### src/rtl/spc_pkg.sv
package spc_pkg;

    // Register byte addresses
    localparam logic [7:0] ADDR_CMD_SERIAL = 8'h00;
    localparam logic [7:0] ADDR_CMD_I2C    = 8'h04;
    localparam logic [7:0] ADDR_PROT_CODE  = 8'h08;
    localparam logic [7:0] ADDR_STATUS     = 8'h0c;
    localparam logic [7:0] ADDR_PHRASE0    = 8'h10;
    localparam logic [7:0] ADDR_PHRASE_STEP = 8'h04;

    // Command opcodes
    localparam logic [3:0] OP_NIB_PHRASE_SEL = 4'h3;
    localparam logic [3:0] OP_NIB_PHRASE_CMD_A       = 4'h4;
    localparam logic [3:0] OP_NIB_START      = 4'h5;
    localparam logic [7:0] OP_FLASH_UNLOCK   = 8'h10;
    localparam logic [7:0] OP_WDT_CLEAR      = 8'h14;
    localparam logic [7:0] OP_POWER_DOWN     = 8'h20;

    // Protection code that locks out flash access while it is stored
    localparam logic [7:0] PROT_LOCKED       = 8'h69;
    localparam logic [7:0] PROT_CODE_RESET   = 8'h00;

    // Field positions in the first byte
    localparam int OP_MSB        = 7;
    localparam int OP_LSB        = 4;
    localparam int PHRASE_HI_MSB = 3;
    localparam int PHRASE_HI_LSB = 2;
    localparam int CHAN_MSB      = 1;
    localparam int CHAN_LSB      = 0;

    // Status register bit positions
    localparam int ST_FLASH_MODE = 0;
    localparam int ST_POWER_DOWN = 1;
    localparam int ST_OSC_STOP   = 2;
    localparam int ST_PENDING    = 3;
    localparam int ST_REFUSED    = 4;

    localparam int NUM_CHAN   = 4;
    localparam int PHRASE_W   = 10;
    localparam logic [PHRASE_W-1:0] PHRASE_RESET = 10'h000;

    // Power-down processing time and its cycle count at 40 MHz
    localparam int CLK_PERIOD_NS = 25;
    localparam int PD_TIME_NS    = 1000;
    localparam int PD_CYCLES     = (PD_TIME_NS + CLK_PERIOD_NS - 1) / CLK_PERIOD_NS;
    localparam int PD_CNT_W      = 8;

    typedef enum logic [1:0] {
        ST_IDLE  = 2'b00,
        ST_BYTE2 = 2'b01,
        ST_PDWAIT = 2'b10,
        ST_PDOWN = 2'b11
    } spc_state_type;

    // Analog pin conditions while powered down
    typedef struct packed {
        logic left_reg_grounded;
        logic right_reg_grounded;
        logic ground_ref_grounded;
        logic spk_neg_hiz;
        logic spk_pos_to_spk_gnd;
    } spc_pins_type;

endpackage

### src/rtl/spc_cmd_decoder.sv
// The implementer's own choices: the address map and the strobed register port.
`timescale 1ns/1ps

module spc_cmd_decoder (
    input  wire logic                                   clk,
    input  wire logic                                   rst,
    input  wire logic [7:0]                             addr,
    input  wire logic [7:0]                             wdata,
    input  wire logic                                   wr,
    input  wire logic                                   rd,
    output logic      [31:0]                            rdata,
    input  wire logic [spc_pkg::NUM_CHAN-1:0]           command_ready_n,
    input  wire logic [spc_pkg::NUM_CHAN-1:0]           channel_busy_n,
    output logic [spc_pkg::NUM_CHAN-1:0]                phrase_cmd_a_start,
    output logic [spc_pkg::NUM_CHAN*spc_pkg::PHRASE_W-1:0] phrase_cmd_a_phrase,
    output logic                                        watchdog_clear,
    output logic                                        flash_access_mode,
    output logic                                        power_down,
    output logic                                        osc_stop,
    output spc_pkg::spc_pins_type                       pin_state
);

    // Channel one-hot from the 2-bit field
    function automatic logic [spc_pkg::NUM_CHAN-1:0] chan_onehot(input logic [1:0] sel);
        chan_onehot = 4'h1 << sel;
    endfunction

    spc_pkg::spc_state_type         state_q, state_d;
    logic [7:0]                     first_q;
    logic                           first_i2c_q;
    logic [7:0]                     prot_q;
    logic                           flash_q;
    logic                           refused_q, refused_d;
    logic [spc_pkg::PD_CNT_W-1:0]   pd_cnt_q;
    logic                           osc_stop_q;
    logic [spc_pkg::NUM_CHAN-1:0]   start_q, start_d;
    logic                           wdt_q, wdt_d;
    logic                           flash_set;
    logic [spc_pkg::PHRASE_W-1:0]   phrase_q [spc_pkg::NUM_CHAN];
    logic [31:0]                    rdata_q;

    // Bus decode
    wire        wr_ser     = wr && (addr == spc_pkg::ADDR_CMD_SERIAL);
    wire        wr_i2c     = wr && (addr == spc_pkg::ADDR_CMD_I2C);
    wire        wr_prot    = wr && (addr == spc_pkg::ADDR_PROT_CODE);
    wire        cmd_valid  = wr_ser || wr_i2c;
    wire [3:0]  op_nib     = wdata[spc_pkg::OP_MSB:spc_pkg::OP_LSB];
    wire [3:0]  first_nib  = first_q[spc_pkg::OP_MSB:spc_pkg::OP_LSB];
    wire [1:0]  first_chan = first_q[spc_pkg::CHAN_MSB:spc_pkg::CHAN_LSB];
    wire [3:0]  chan_bits  = wdata[spc_pkg::NUM_CHAN-1:0];
    wire [3:0]  ready      = command_ready_n;

    // Two-byte commands wait for their second byte
    wire two_byte = (op_nib == spc_pkg::OP_NIB_PHRASE_SEL) || (op_nib == spc_pkg::OP_NIB_PHRASE_CMD_A)
                 || (wdata == spc_pkg::OP_FLASH_UNLOCK);

    // Ten-bit phrase: upper two bits from first byte, low byte second
    wire [spc_pkg::PHRASE_W-1:0] new_phrase =
        {first_q[spc_pkg::PHRASE_HI_MSB:spc_pkg::PHRASE_HI_LSB], wdata};
    wire [3:0]  target     = chan_onehot(first_chan);
    wire        target_rdy = |(target & ready);
    wire        sel_exec   = (state_q == spc_pkg::ST_BYTE2) && cmd_valid && target_rdy
                          && (first_nib == spc_pkg::OP_NIB_PHRASE_SEL);
    wire        phrase_cmd_a_exec  = (state_q == spc_pkg::ST_BYTE2) && cmd_valid && target_rdy
                          && (first_nib == spc_pkg::OP_NIB_PHRASE_CMD_A);
    wire        all_idle   = &channel_busy_n;

    // Unlock needs a code other than the lockout value, matching, opcode byte not from I2C
    wire unlock_ok = (prot_q != spc_pkg::PROT_LOCKED) && (wdata == prot_q) && !first_i2c_q;

    // Command sequencer
    always_comb begin
        state_d   = state_q;
        start_d   = '0;
        wdt_d     = 1'b0;
        flash_set = 1'b0;
        refused_d = refused_q;
        case (state_q)
            spc_pkg::ST_IDLE: begin
                if (cmd_valid) begin
                    refused_d = 1'b0;
                    if (two_byte) begin
                        state_d = spc_pkg::ST_BYTE2;
                    end else if (wdata == spc_pkg::OP_WDT_CLEAR) begin
                        wdt_d = 1'b1;
                    end else if (wdata == spc_pkg::OP_POWER_DOWN) begin
                        if (all_idle) begin
                            state_d = spc_pkg::ST_PDWAIT;
                        end else begin
                            refused_d = 1'b1;
                        end
                    end else if (op_nib == spc_pkg::OP_NIB_START) begin
                        start_d   = chan_bits & ready;
                        refused_d = ((chan_bits & ready) != chan_bits) || (chan_bits == '0);
                    end
                end
            end
            spc_pkg::ST_BYTE2: begin
                if (cmd_valid) begin
                    state_d = spc_pkg::ST_IDLE;
                    if (first_q == spc_pkg::OP_FLASH_UNLOCK) begin
                        flash_set = unlock_ok;
                        refused_d = !unlock_ok;
                    end else begin
                        refused_d = !target_rdy;
                        if (phrase_cmd_a_exec) begin
                            start_d = target;
                        end
                    end
                end
            end
            spc_pkg::ST_PDWAIT: begin
                if (pd_cnt_q == spc_pkg::PD_CNT_W'(spc_pkg::PD_CYCLES - 1)) begin
                    state_d = spc_pkg::ST_PDOWN;
                end
            end
            default: begin
                state_d = spc_pkg::ST_PDOWN; // Stays down until reset
            end
        endcase
    end

    // State, first byte and pulses
    always_ff @(posedge clk or posedge rst) begin
        if (rst) begin
            state_q     <= spc_pkg::ST_IDLE;
            first_q     <= 8'h00;
            first_i2c_q <= 1'b0;
            refused_q   <= 1'b0;
            start_q     <= '0;
            wdt_q       <= 1'b0;
        end else begin
            state_q   <= state_d;
            refused_q <= refused_d;
            start_q   <= start_d;
            wdt_q     <= wdt_d;
            if (state_q == spc_pkg::ST_IDLE && cmd_valid) begin
                first_q     <= wdata;
                first_i2c_q <= wr_i2c;
            end
        end
    end

    // Flash mode is sticky; only reset leaves it
    always_ff @(posedge clk or posedge rst) begin
        if (rst) begin
            flash_q <= 1'b0;
        end else if (flash_set) begin
            flash_q <= 1'b1;
        end
    end

    // Stored area protection code; survives power-down like flash contents
    always_ff @(posedge clk or posedge rst) begin
        if (rst) begin
            prot_q <= spc_pkg::PROT_CODE_RESET;
        end else if (wr_prot) begin
            prot_q <= wdata;
        end
    end

    // Power-down processing time, then oscillator stop
    always_ff @(posedge clk or posedge rst) begin
        if (rst) begin
            pd_cnt_q   <= '0;
            osc_stop_q <= 1'b0;
        end else if (state_q == spc_pkg::ST_PDWAIT) begin
            pd_cnt_q <= pd_cnt_q + 1'b1;
        end else if (state_q == spc_pkg::ST_PDOWN) begin
            osc_stop_q <= 1'b1;
        end
    end

    // Per-channel phrase store, cleared on power-down entry
    genvar g;
    generate
        for (g = 0; g < spc_pkg::NUM_CHAN; g++) begin : g_chan
            always_ff @(posedge clk or posedge rst) begin
                if (rst) begin
                    phrase_q[g] <= spc_pkg::PHRASE_RESET;
                end else if (state_d == spc_pkg::ST_PDWAIT) begin
                    phrase_q[g] <= spc_pkg::PHRASE_RESET;
                end else if ((sel_exec || phrase_cmd_a_exec) && target[g]) begin
                    phrase_q[g] <= new_phrase;
                end
            end
            assign phrase_cmd_a_phrase[g*spc_pkg::PHRASE_W +: spc_pkg::PHRASE_W] = phrase_q[g];
        end
    endgenerate

    // Read path: one cycle after the strobe, zero elsewhere
    wire [7:0] ph_off = addr - spc_pkg::ADDR_PHRASE0;
    wire [1:0] ph_idx = ph_off[3:2];
    wire       ph_hit = (addr >= spc_pkg::ADDR_PHRASE0)
                     && (addr < spc_pkg::ADDR_PHRASE0 + 8'(spc_pkg::NUM_CHAN) * spc_pkg::ADDR_PHRASE_STEP)
                     && (addr[1:0] == 2'b00);
    logic [31:0] rd_mux;
    always_comb begin
        rd_mux = 32'h0000_0000;
        if (addr == spc_pkg::ADDR_PROT_CODE) begin
            rd_mux[7:0] = prot_q;
        end else if (addr == spc_pkg::ADDR_STATUS) begin
            rd_mux[spc_pkg::ST_FLASH_MODE] = flash_q;
            rd_mux[spc_pkg::ST_POWER_DOWN] = power_down;
            rd_mux[spc_pkg::ST_OSC_STOP]   = osc_stop_q;
            rd_mux[spc_pkg::ST_PENDING]    = (state_q == spc_pkg::ST_BYTE2);
            rd_mux[spc_pkg::ST_REFUSED]    = refused_q;
        end else if (ph_hit) begin
            rd_mux[spc_pkg::PHRASE_W-1:0] = phrase_q[ph_idx];
        end
    end

    always_ff @(posedge clk or posedge rst) begin
        if (rst) begin
            rdata_q <= 32'h0000_0000;
        end else begin
            rdata_q <= rd ? rd_mux : 32'h0000_0000;
        end
    end

    // Outputs
    assign rdata             = rdata_q;
    assign phrase_cmd_a_start        = start_q;
    assign watchdog_clear    = wdt_q;
    assign flash_access_mode = flash_q;
    assign osc_stop          = osc_stop_q;
    assign power_down        = (state_q == spc_pkg::ST_PDWAIT) || (state_q == spc_pkg::ST_PDOWN);
    assign pin_state         = {5{power_down}};

endmodule

### config.mk
export PLATFORM = sky130hd
export DESIGN_NAME = spc_cmd_decoder
export DESIGN_NICKNAME = d
export VERILOG_FILES = /design/src/rtl/spc_pkg.sv /design/src/rtl/spc_cmd_decoder.sv
export SDC_FILE = /design/constraint.sdc
export NUM_CORES = 1
export LEC_CHECK = 0
export BUFFER_PORTS_ARGS = -buffer_cell sky130_fd_sc_hd__buf_2
export CORE_ASPECT_RATIO = 0.7
export CORE_MARGIN = 2
export CORE_UTILIZATION = 45
export DETAILED_ROUTE_END_ITERATION = 16
export GPL_TIMING_DRIVEN = 0
export MAX_ROUTING_LAYER = met4
export PLACE_DENSITY = 0.7
export SLEW_MARGIN = 20
export SYNTH_ARGS = -nofsm -noshare
export SYNTH_HDL_FRONTEND = slang
export SYNTH_SLANG_ARGS = --single-unit
### constraint.sdc
create_clock -name clk -period 2.6 [get_ports clk]
set_clock_uncertainty 0.2 [all_clocks]
set_input_delay 0 -clock clk [delete_from_list [all_inputs] [get_ports clk]]
set_output_delay 0 -clock clk [all_outputs]
set_load 0.005 [all_outputs]
-- Yosys cells after proc, flatten, opt, wreduce, memory -nomap -nowiden
Index checks and enable logic that the tools add are counted.
- output and inout bits: 85
- register bits: 85
- logic and storage cells: 135
- input port bits: 28
- bitwise logic cells: 4
- shifts and indexed selects: 1
- muxes and demuxes: 50
- eq/ne operators: 22
- magnitude comparators: 3
- reduce and logical (&&, ||, !) cells: 38
- $add $sub $neg: 2
- operator list (cell ; number):
    $mux W10 ; 12
    $mux W4 ; 8
    $eq A8 B5 Y1 const B ; 3
    $bmux W10 S2 ; 1
    $eq A8 B4 Y1 const B ; 2
    $eq A8 B6 Y1 const B ; 2
    $logic_and A1 B1 Y1 ; 16
    $mux W2 ; 8
    $mux W1 ; 15
    $eq A4 B3 Y1 const B ; 3
    $mux W5 ; 2
    $reduce_bool A2 Y1 ; 5
    $add A8 B1 Y8 const B ; 1
    $and A4 B4 Y4 ; 2
    $eq A4 B2 Y1 const B ; 2
    $eq A8 B3 Y1 const B ; 1
    $eq A8 B8 Y1 ; 1
    $ge A8 B5 Y1 const B ; 1
    $logic_not A8 Y1 ; 1
    $lt A8 B6 Y1 const B ; 1
    $mux W8 ; 1
    $ne A8 B7 Y1 const B ; 1
    $pmux W4 S2 ; 1
    $eq A2 B2 Y1 const B ; 3
    18 further kinds ; 27

-- Logic depth before layout (Yosys ltp)
Gate-level depths: netlist of the first run.
- depth in word-level cells: 10
- mapped depth: 8
- mapped depth without buffers: 5

-- Worst setup path after synthesis of the first run
Ideal clock, no wire load.
- kind: input to register
- start: input addr[4]
- end: register phrase_q, in the netlist phrase_cmd_a_phrase[0]
- arrival: 1.874 ns
- stages on the path: 8
- buffers on the path: 3
- slack: 0.390 ns
- library setup time: 0.136 ns
- required time: 2.264 ns
- cells stage by stage: buf_6 or4b_4 or4_1 buf_2 or4_1 buf_2 nand2_1 a21oi_1
- word-level cells in the longest chain between the ends: 9
- elaborated cells between the ends (all ways): 17
- classes of those cells: 2 x eq/ne; 4 x mux; 11 x reduce/logical
- ends and longest elaborated chain (item ; line ; RTL):
    start, declared ; spc_cmd_decoder.sv:7 ; input wire logic [7:0] addr,
    $eq A8 B3 Y1 or $logic_not A8 Y1 (tied branches) ; spc_cmd_decoder.sv:44, spc_cmd_decoder.sv:43 ;
    $logic_and A1 B1 Y1, on equally long branches ; spc_cmd_decoder.sv:44, spc_cmd_decoder.sv:43 ;
    $logic_or A1 B1 Y1 * ; spc_cmd_decoder.sv:46 ; wire cmd_valid = wr_ser || wr_i2c;
    branches (longest 6 deep; another with $mux W10) ; - ;
    end signal, assigned by index ; spc_cmd_decoder.sv:180 ; phrase_q[g] <= spc_pkg::PHRASE_RESET;
    end signal, assigned by index ; spc_cmd_decoder.sv:182 ; phrase_q[g] <= spc_pkg::PHRASE_RESET;
    end signal, assigned by index ; spc_cmd_decoder.sv:184 ; phrase_q[g] <= new_phrase;
    end, declared ; spc_cmd_decoder.sv:39 ; logic [spc_pkg::PHRASE_W-1:0] phrase_q [spc_pkg::NUM_CHAN];
Mark *: on every way between the ends.
A chain may end at the register's enable or synchronous reset.

-- Final worst setup path of the first run
- start: input addr[4]
- end: register first_q[6]
- word-level cells in the longest chain between the ends: 4
- elaborated cells between the ends (all ways): 6
- classes of those cells: 1 x eq/ne; 5 x reduce/logical
- ends and longest elaborated chain (item ; line ; RTL):
    $eq A8 B3 Y1 or $logic_not A8 Y1 (tied branches) ; spc_cmd_decoder.sv:44, spc_cmd_decoder.sv:43 ;
    $logic_and A1 B1 Y1, on equally long branches ; spc_cmd_decoder.sv:44, spc_cmd_decoder.sv:43 ;
    $logic_or A1 B1 Y1 * ; spc_cmd_decoder.sv:46 ;
    $logic_and A1 B1 Y1 * ; spc_cmd_decoder.sv:137 ; if (state_q == spc_pkg::ST_IDLE && cmd_valid) begin
    end signal, assigned ; spc_cmd_decoder.sv:138 ; first_q <= wdata;
    end, declared ; spc_cmd_decoder.sv:29 ; logic [7:0] first_q;
Every way passes the cells marked *; elsewhere a longest branch is shown, timed or not.

==> flow_summary.json, run 1 <==
{
  "dieArea_mm2": 0.01051,
  "synth.avg_cell_area_um2": 10.93,
  "synth_compound_area_share_pct": 5.796,
  "postPlaceCellArea_mm2": 0.005060,
  "nFillCells": 822,
  "dp_hpwl_um": 8236,
  "num_rows": 30,
  "rrSetupSlack_ns": 0.06,
  "final-hold-violation-count": 0,
  "synthSimpleGateAreaFrac_pct": 15.72,
  "grtUsageTotal_pct": 24.56,
  "ys_ff_latch": 85,
  "p_int_mw": 2.188,
  "clock-sinks": 85,
  "relSlewSlack_pct": 40.39,
  "final_max_slew_viol_count": 0,
  "gp_congestion": 0.9009,
  "syn-instance-count": 399,
  "routedWlPerCell_um": 17.56,
  "first_global_vias": 3349,
  "antenna_found_initial": 0,
  "cts-root-buf": "clkbuf_16",
  "io_buffers": 86,
  "mostFrequentLayoutCell": "buf_2",
  "synth-edff-count": 0,
  "worstPathRequired_ns": 2.63,
  "final_area_mm2": 0.005720,
  "synth_xor_area_share_pct": 3.013,
  "tightest_slew_ns": 0.8716,
  "final_net_count": 580,
  "clockBufferDepth": 2,
  "endpoint_kind": "flip-flop",
  "finalPower_mw": 2.818,
  "final_util_pct": 59.76,
  "timing.fmax_mhz": 384.9,
  "die_h_um": 86.36,
  "start_util_pct": 45.56,
  "core_area_mm2": 0.009572,
  "p_leak_nw": 2.854,
  "synthFlopType": "dfrtp_1",
  "yosysSeqAreaShare_pct": 48.78,
  "drc_errors": 0,
  "path_class": "input pin to flip-flop",
  "vias": 3568,
  "crit_path_max_fanout": 10,
  "grt-ovfl-total": 0,
  "totalWireLength_um": 12010,
  "clk_latency_ns": 0.35,
  "cellPowerDensity_mw_per_mm2": 492.7,
  "ant_nets": 0,
  "min_from": "addr[5]",
  "final_cell_mix": "89 x buf_2, 85 x dfrtp_1, 41 x nor2_1",
  "combinationalPowerShare_pct": 7.4,
  "pwr-share-clk_pct": 45.1,
  "max-vdd-ir-drop_mv": 0.3325,
  "worstSetupStartpointType": "input pin",
  "final_cells": 684,
  "grt_pass1_wl_um": 18440,
  "final.min_clock_period_ns": 2.598,
  "grt_start_max_net_pins": 61,
  "status": "complete, no violations",
  "muxShareOfSynthArea_pct": 17.99,
  "setup.worst_path.start": "addr[4]",
  "n_antenna_cell": 0,
  "p_sw_mw": 0.6303,
  "htreeDepth": 3,
  "ys_warn_count": 0,
  "hold_slack_ns": 0.02233,
  "finalCritPeriodShare_pct": 99.92,
  "numCtsBuffers": 9,
  "ios": 113,
  "placed_cells": 635,
  "initialDrtViolationCount": 276,
  "synth_cell_type_count": 51,
  "arrival_ns": 2.63,
  "drt-pass1-iter-count": 5,
  "seqPwrFrac_pct": 47.5,
  "cts_tree": "yes",
  "synthAdderAreaFrac_pct": 0.2869,
  "syn_area_mm2": 0.004360,
  "vias_per_cell": 5.216,
  "clk_pin_slew_ns": 0.06,
  "setup_viol_count_final": 0,
  "switching_share_pct": 22.37,
  "hold_path_class": "input pin to flip-flop",
  "timing.rr.start": "phrase_cmd_a_phrase[34]$_DFFE_PP0P_",
  "synth_top_family_by_area": "multiplexers",
  "maxCapViolations": 0,
  "drive_above_1_share_pct": 33.27,
  "area_growth_pct": 31.19,
  "async_reset_ff_share_pct": 100.0,
  "rsz0062_at_grt": "yes",
  "die_width_um": 121.7
}
flip-flops by register name, indices dropped and copies added (netlist names), 2 cells and up:
name	cells
first_q	8
pd_cnt_q	8
phrase_cmd_a_phrase	40
phrase_cmd_a_start	4
prot_q	8
rdata	10
state_q	2
through the flow:
step,setup slack (ns),setup TNS [ns]
after floorplan,0.2065,0
after global placement,-0.7093,-70.41
after detailed placement,-0.3352,-10.54
after CTS,0.005210,0
after global routing,-0.04818,-0.4278
final,0.002001,0
cell type report:
class / instances / area, µm² / share of cell area (%)
buffer: 54 / 351.6 / 6.146
clock inverter: 5 / 50.05 / 0.8749
sequential: 85 / 2127 / 37.18
inverter: 8 / 32.53 / 0.5687
multi-input combinational: 272 / 1976 / 34.54
clock buffer: 11 / 242.7 / 4.243
tap: 128 / 160.2 / 2.800
timing repair buffer: 121 / 780.7 / 13.65
Yosys cell counts (4+ instances only):
cell type  number  area, µm²
nand3_1         7      35.03
inv_1           8      30.03
o21ai_0         6      30.03
nand2_1        33      123.9
nor2_1         41      153.9
nor4_1          6      37.54
a22oi_1         7      52.55
nand4_1         5      31.28
nor3_1          6      30.03
dfrtp_1        85       2127
and3_1          4      25.02
clkbuf_1       17      63.81
mux4_2         11      247.7
a21oi_1        11      55.05
nor2b_1         9      56.30
nand2b_1        4      25.02
mux2i_1        30      300.3
buf_4          30      225.2
buf_2           5      25.02
mux2_2         18      202.7
xnor2_1        12      105.1
or4_1           5      37.54
power groups by stage:
stage               clock (mW)  sequential, mW  combinational (mW)
floorplan                    0            1.36               0.124
detailed placement           0            1.36               0.185
CTS                       1.29            1.34               0.208
global placement             0            1.36               0.175
finish                    1.27            1.34               0.209
global route              1.34            1.34               0.231
final timing paths:
path                                                   endpoint  depth (start not counted)
worst max-delay path                     first_q[6]$_DFFE_PP0P_                          6
worst min-delay path                       state_q[0]$_DFF_PP0_                          5
worst max register to register               rdata[4]$_DFF_PP0_                          5
worst min register to register          pd_cnt_q[0]$_DFFE_PP0P_                          1
max in group asynchronous       phrase_cmd_a_start[3]$_DFF_PP0_                          5
min in group asynchronous                 prot_q[7]$_DFFE_PP0P_                          4
kinds of logic after synthesis:
family / Yosys count
AO/OA/AOI/OAI: 39
XOR/XNOR: 15
adder cells (fa/ha/maj): 1
buffers and inverters: 63
flip-flops: 85
multiplexers: 62
other: 1
AND/OR/NAND/NOR: 133
critical path: stages:
cell and delay, ns:
dlygate4sd3_1 0.55, buf_6 0.14, or4b_4 0.50, nor4_1 0.45, dlygate4sd3_1 0.65, mux2_2 0.33
layer usage:
layer	vias to the layer above	part of all wire, %	wire (µm)	GRT usage (%)
li1	1657	-	-	-
met1	1752	46	5502	35.88
met2	145	45	5351	34.42
met3	14	8.4	1006	5.789
met4	0	1.3	153	6.792
met5	-	0	0	-
repair_timing:
| action | in CTS | in global routing |
|---|---|---|
| setup buffers | 0 | 5 |
| endpoints found under the setup margin | 0 | 46 |
| hold endpoints to repair | 106 | 0 |
| resized for setup | 0 | 25 |
| hold buffers | 27 | 0 |
Power figures use the tool's default switching activity.
==> inputs of run 2 (changes only) <==
SETUP_SLACK_MARGIN = 0.3   (was not set)
==> flow_summary.json, run 2 (synthesis gave the netlist of run 1 again) <==
{
  "layout_setup_ws_ns": 0.2974,
  "final_max_slew_viol_count": 0,
  "core_area_mm2": 0.009572,
  "ios": 113,
  "placed_cells": 636,
  "crit_path_max_fanout": 6,
  "place_ws_ns": -0.4429,
  "r2r_end": "phrase_cmd_a_phrase[2]$_DFFE_PP0P_",
  "p_leak_nw": 2.885,
  "min_path_cells": 3,
  "dieArea_mm2": 0.01051,
  "arrival_ns": 2.32,
  "timing.fmax_mhz": 434.3,
  "timing.rr.start": "state_q[0]$_DFF_PP0_",
  "n_antenna_cell": 0,
  "die_h_um": 86.36,
  "postPlaceCellArea_mm2": 0.005074,
  "io_buffers": 86,
  "vias_per_cell": 5.361,
  "final_util_pct": 61.25,
  "htreeDepth": 3,
  "final_area_mm2": 0.005863,
  "largest_reg_flops": 40,
  "totalWireLength_um": 12680,
  "status": "complete, no violations",
  "rsz0062_at_grt": "yes",
  "num_rows": 30,
  "clock-sinks": 85,
  "min_from": "wdata[7]",
  "multi_input_area_mm2": 0.002004,
  "hold_path_class": "input pin to flip-flop",
  "drive_above_1_share_pct": 35.65,
  "cts-root-buf": "clkbuf_16",
  "grt_pass1_wl_um": 19130,
  "worstPathRequired_ns": 2.62,
  "endpoint_kind": "flip-flop",
  "mostFrequentLayoutCell": "buf_2",
  "path_class": "flip-flop to flip-flop",
  "final-hold-violation-count": 0,
  "r2r_cells": 7,
  "final.min_clock_period_ns": 2.303,
  "cts_tree": "yes",
  "grt_start_max_net_pins": 34,
  "worstSetupStartpointType": "flip-flop",
  "maxCapViolations": 0,
  "grtUsageTotal_pct": 25.18,
  "max-vdd-ir-drop_mv": 0.3130,
  "dp_hpwl_um": 8343,
  "drt-pass1-iter-count": 10,
  "die_width_um": 121.7,
  "setup_viol_count_final": 0,
  "antenna_found_initial": 0,
  "final_net_count": 585,
  "final_cells": 689,
  "vias": 3694,
  "clockBufferDepth": 2,
  "finalPower_mw": 2.958,
  "cellPowerDensity_mw_per_mm2": 504.6,
  "rrSetupSlack_ns": 0.30,
  "finalCritPeriodShare_pct": 88.56,
  "drc_errors": 0,
  "first_global_vias": 3519,
  "nFillCells": 799,
  "clk_pin_slew_ns": 0.06,
  "ant_nets": 0,
  "tightest_slew_ns": 0.8370,
  "numCtsBuffers": 9,
  "layout.area.seq_mm2": 0.002128,
  "grt-ovfl-total": 0,
  "final_cell_mix": "90 x buf_2, 84 x dfrtp_1, 41 x nor2_1",
  "start_util_pct": 45.56,
  "routedWlPerCell_um": 18.40,
  "whs_endpoint": "phrase_cmd_a_phrase[27]$_DFFE_PP0P_",
  "initialDrtViolationCount": 289,
  "clk_latency_ns": 0.34,
  "relSlewSlack_pct": 44.20,
  "gp_congestion": 0.9017,
  "area_growth_pct": 34.46
}
run 2: cell count changes in the layout (fill, tap and decap cells not counted), moves of 2 or more:
cell and change:
buf_12 +4, buf_4 +4, clkinv_2 -4, dlygate4sd3_1 -3, nor4_1 -3, clkinvlp_4 +2
nor4_2 +2
run 2: metal layers:
metal / up-vias / global-route usage (%) / routed length (µm)
li1: 1664 / - / -
met1: 1833 / 36.36 / 5745
met2: 185 / 36.67 / 5790
met3: 12 / 5.329 / 1008
met4: 0 / 6.165 / 135
met5: - / - / 0
run 2: cell type report:
cell class                 count  area share (%)
clock inverter                 3           1.152
inverter                       8          0.5762
multi-input combinational    272           34.19
tap                          128           2.732
clock buffer                  13           4.439
sequential                    85           36.30
timing repair buffer         125           14.34
buffer                        55           6.274
run 2: power by group:
part	internal, mW	leakage [nW]	switching [mW]
logic	0.0988	1.56	0.120
clock network	0.895	0.156	0.507
registers	1.33	1.17	0.00870
run 2: how the worst max path moves through the flow:
stage                         startpoint                             endpoint  slack [ns]  depth (start not counted)
global placement                 addr[0]   phrase_cmd_a_phrase[0]$_DFFE_PP0P_       -0.35                          7
global route        state_q[0]$_DFF_PP0_   phrase_cmd_a_phrase[2]$_DFFE_PP0P_        0.26                          7
CTS                 state_q[1]$_DFF_PP0_  phrase_cmd_a_phrase[10]$_DFFE_PP0P_        0.27                          7
floorplan                        addr[4]   phrase_cmd_a_phrase[0]$_DFFE_PP0P_        0.39                          8
finish              state_q[0]$_DFF_PP0_   phrase_cmd_a_phrase[2]$_DFFE_PP0P_        0.30                          7
detailed placement               addr[0]   phrase_cmd_a_phrase[0]$_DFFE_PP0P_       -0.44                          7
run 2: per-stage QoR:
step | hold WS [ns] | setup TNS (ns)
2_1_floorplan | -0.06233 | 0
4_1_cts | 0.01702 | 0
5_1_grt | 0.04411 | 0
3_3_place_gp | 0.08648 | -11.01
6_report | 0.01187 | 0
3_5_place_dp | -0.1408 | -13.45
run 2: worst max-delay path, cell delays in order, from the launching register on:
cell and delay [ns]:
dfrtp_2 0.40, inv_1 0.09, or4_4 0.53, buf_8 0.15, or4_4 0.51, buf_6 0.15
nand2_1 0.08, a21oi_1 0.07
run 2: timing repair:
action,4_1_cts,5_1_grt
setup buffers,3,8
pin swaps,2,3
setup endpoints to repair,43,43
resized for setup,15,23
hold buffers,24,0
cloned,1,1
hold endpoints to repair,75,0
==> inputs of run 3 (changes only) <==
GPL_TIMING_DRIVEN = not set   (was 0)
==> flow_summary.json, run 3 (synthesis gave the netlist of run 1 again) <==
{
  "status": "complete, no violations",
  "rsz0062_at_grt": "yes",
  "final-hold-violation-count": 0,
  "n_antenna_cell": 0,
  "vias": 3477,
  "grtUsageMet2_pct": 33.15,
  "vias_per_cell": 5.441,
  "grtUsageMet1_pct": 34.38,
  "drive_above_1_share_pct": 32.09,
  "nFillCells": 820,
  "final.min_clock_period_ns": 2.263,
  "timing.rr.start": "state_q[0]$_DFF_PP0_",
  "gp_congestion": 0.8214,
  "die_h_um": 86.36,
  "num_rows": 30,
  "grt_start_max_net_pins": 86,
  "finalCritPeriodShare_pct": 87.03,
  "final_max_slew_viol_count": 0,
  "grt_busiest_layer": "met1",
  "r2r_cells": 6,
  "timing.fmax_mhz": 441.9,
  "dp_hpwl_um": 7858,
  "grt-ovfl-total": 0,
  "first_global_vias": 3337,
  "antenna_found_initial": 0,
  "area_growth_pct": 26.28,
  "path_class": "input pin to flip-flop",
  "ant_nets": 0,
  "endpoint_kind": "flip-flop",
  "rrSetupSlack_ns": 0.38,
  "min_path_cells": 5,
  "fin_setup_tns_ns": 0,
  "clk_pin_slew_ns": 0.06,
  "routedWlPerCell_um": 18.17,
  "cts_tree": "yes",
  "initialDrtViolationCount": 264,
  "clock-sinks": 85,
  "htreeDepth": 3,
  "start_util_pct": 45.56,
  "use_met3_pct": 5.789,
  "largest_reg_flops": 40,
  "r2r_end": "phrase_cmd_a_phrase[34]$_DFFE_PP0P_",
  "clockBufferDepth": 2,
  "whs_endpoint": "state_q[1]$_DFF_PP0_",
  "crit_path_max_fanout": 11,
  "core_area_mm2": 0.009572,
  "totalWireLength_um": 11610,
  "grt_pass1_wl_um": 18210,
  "cellPowerDensity_mw_per_mm2": 529.2,
  "max-vdd-ir-drop_mv": 0.2976,
  "final_cell_mix": "90 x buf_2, 85 x dfrtp_1, 41 x nor2_1",
  "relSlewSlack_pct": 35.63,
  "cts-root-buf": "clkbuf_16",
  "numCtsBuffers": 9,
  "clk_latency_ns": 0.35,
  "final_net_count": 535,
  "hold_path_class": "input pin to flip-flop",
  "tightest_slew_ns": 0.9412,
  "arrival_ns": 2.26,
  "p_leak_nw": 2.654,
  "dieArea_mm2": 0.01051,
  "grtUsageTotal_pct": 23.88,
  "maxCapViolations": 0,
  "min_from": "channel_busy_n[2]",
  "drc_errors": 0,
  "worstPathRequired_ns": 2.59,
  "drt-pass1-iter-count": 6,
  "worstSetupStartpointType": "input pin",
  "ios": 113,
  "mostFrequentLayoutCell": "buf_2",
  "hold_slack_ns": 0.01259,
  "setup_viol_count_final": 0,
  "die_width_um": 121.7,
  "io_buffers": 90
}
## run 3: how the worst max path moves through the flow
stage	from	to	cells after the start
2_1_floorplan	addr[4]	phrase_cmd_a_phrase[0]$_DFFE_PP0P_	8
3_3_place_gp	addr[0]	phrase_cmd_a_phrase[0]$_DFFE_PP0P_	6
3_5_place_dp	addr[0]	phrase_cmd_a_phrase[9]$_DFFE_PP0P_	6
4_1_cts	state_q[1]$_DFF_PP0_	watchdog_clear$_DFF_PP0_	6
5_1_grt	state_q[1]$_DFF_PP0_	watchdog_clear$_DFF_PP0_	6
6_report	wdata[1]	refused_q$_DFFE_PP0P_	7
## run 3: per-layer routing
metal  up-vias  part of all wire [%]
met5         -                     0
met4         0                   1.7
met3        16                   7.7
met2       169                    43
met1      1732                    48
li1       1560                     -
## run 3: stage by stage
| step | cells | cell area, µm² | power (mW) | util [%] | worst slack, ns |
|---|---|---|---|---|---|
| floorplan | 420 | 4443 | 1.483 | - | 0.3900 |
| global placement | 596 | 4895 | 1.514 | 51.14 | 0.1115 |
| detailed placement | 596 | 4895 | 1.519 | 51.14 | 0.06261 |
| CTS | 635 | 5455 | 2.936 | 56.99 | 0.3681 |
| global route | 639 | 5507 | 3.021 | 57.53 | 0.2831 |
| finish | 639 | 5507 | 2.914 | 57.53 | 0.3371 |
## run 3: report_power, final
| group | switching, mW | internal (mW) | leakage, nW | total (mW) |
|---|---|---|---|---|
| logic | 0.109 | 0.0754 | 1.34 | 0.184 |
| registers | 0.00840 | 1.33 | 1.17 | 1.34 |
| clock network | 0.523 | 0.869 | 0.152 | 1.39 |
## run 3: layout make-up
type	instances	area [µm²]	share of cell area, %
Inverter	8	33.78	0.6135
Timing Repair Buffer	130	845.8	15.36
Clock inverter	5	83.83	1.522
Multi-Input combinational cell	272	2013	36.56
Tap cell	128	160.2	2.908
Sequential cell	85	2127	38.63
Clock buffer	11	242.7	4.408
## run 3: timing repair
action                     CTS  global route
setup buffers                0             4
pin swaps                    0             1
setup endpoints to repair    2            41
hold buffers                23             0
resized for setup            1             3
hold endpoints to repair   150             0
## run 3: worst max-delay path, stage by stage
cell and delay [ns]:
dlygate4sd3_1 0.57, buf_2 0.24, nor2b_1 0.16, a2111oi_0 0.82, o21ai_0 0.23, nand3_1 0.14, a31oi_1 0.09
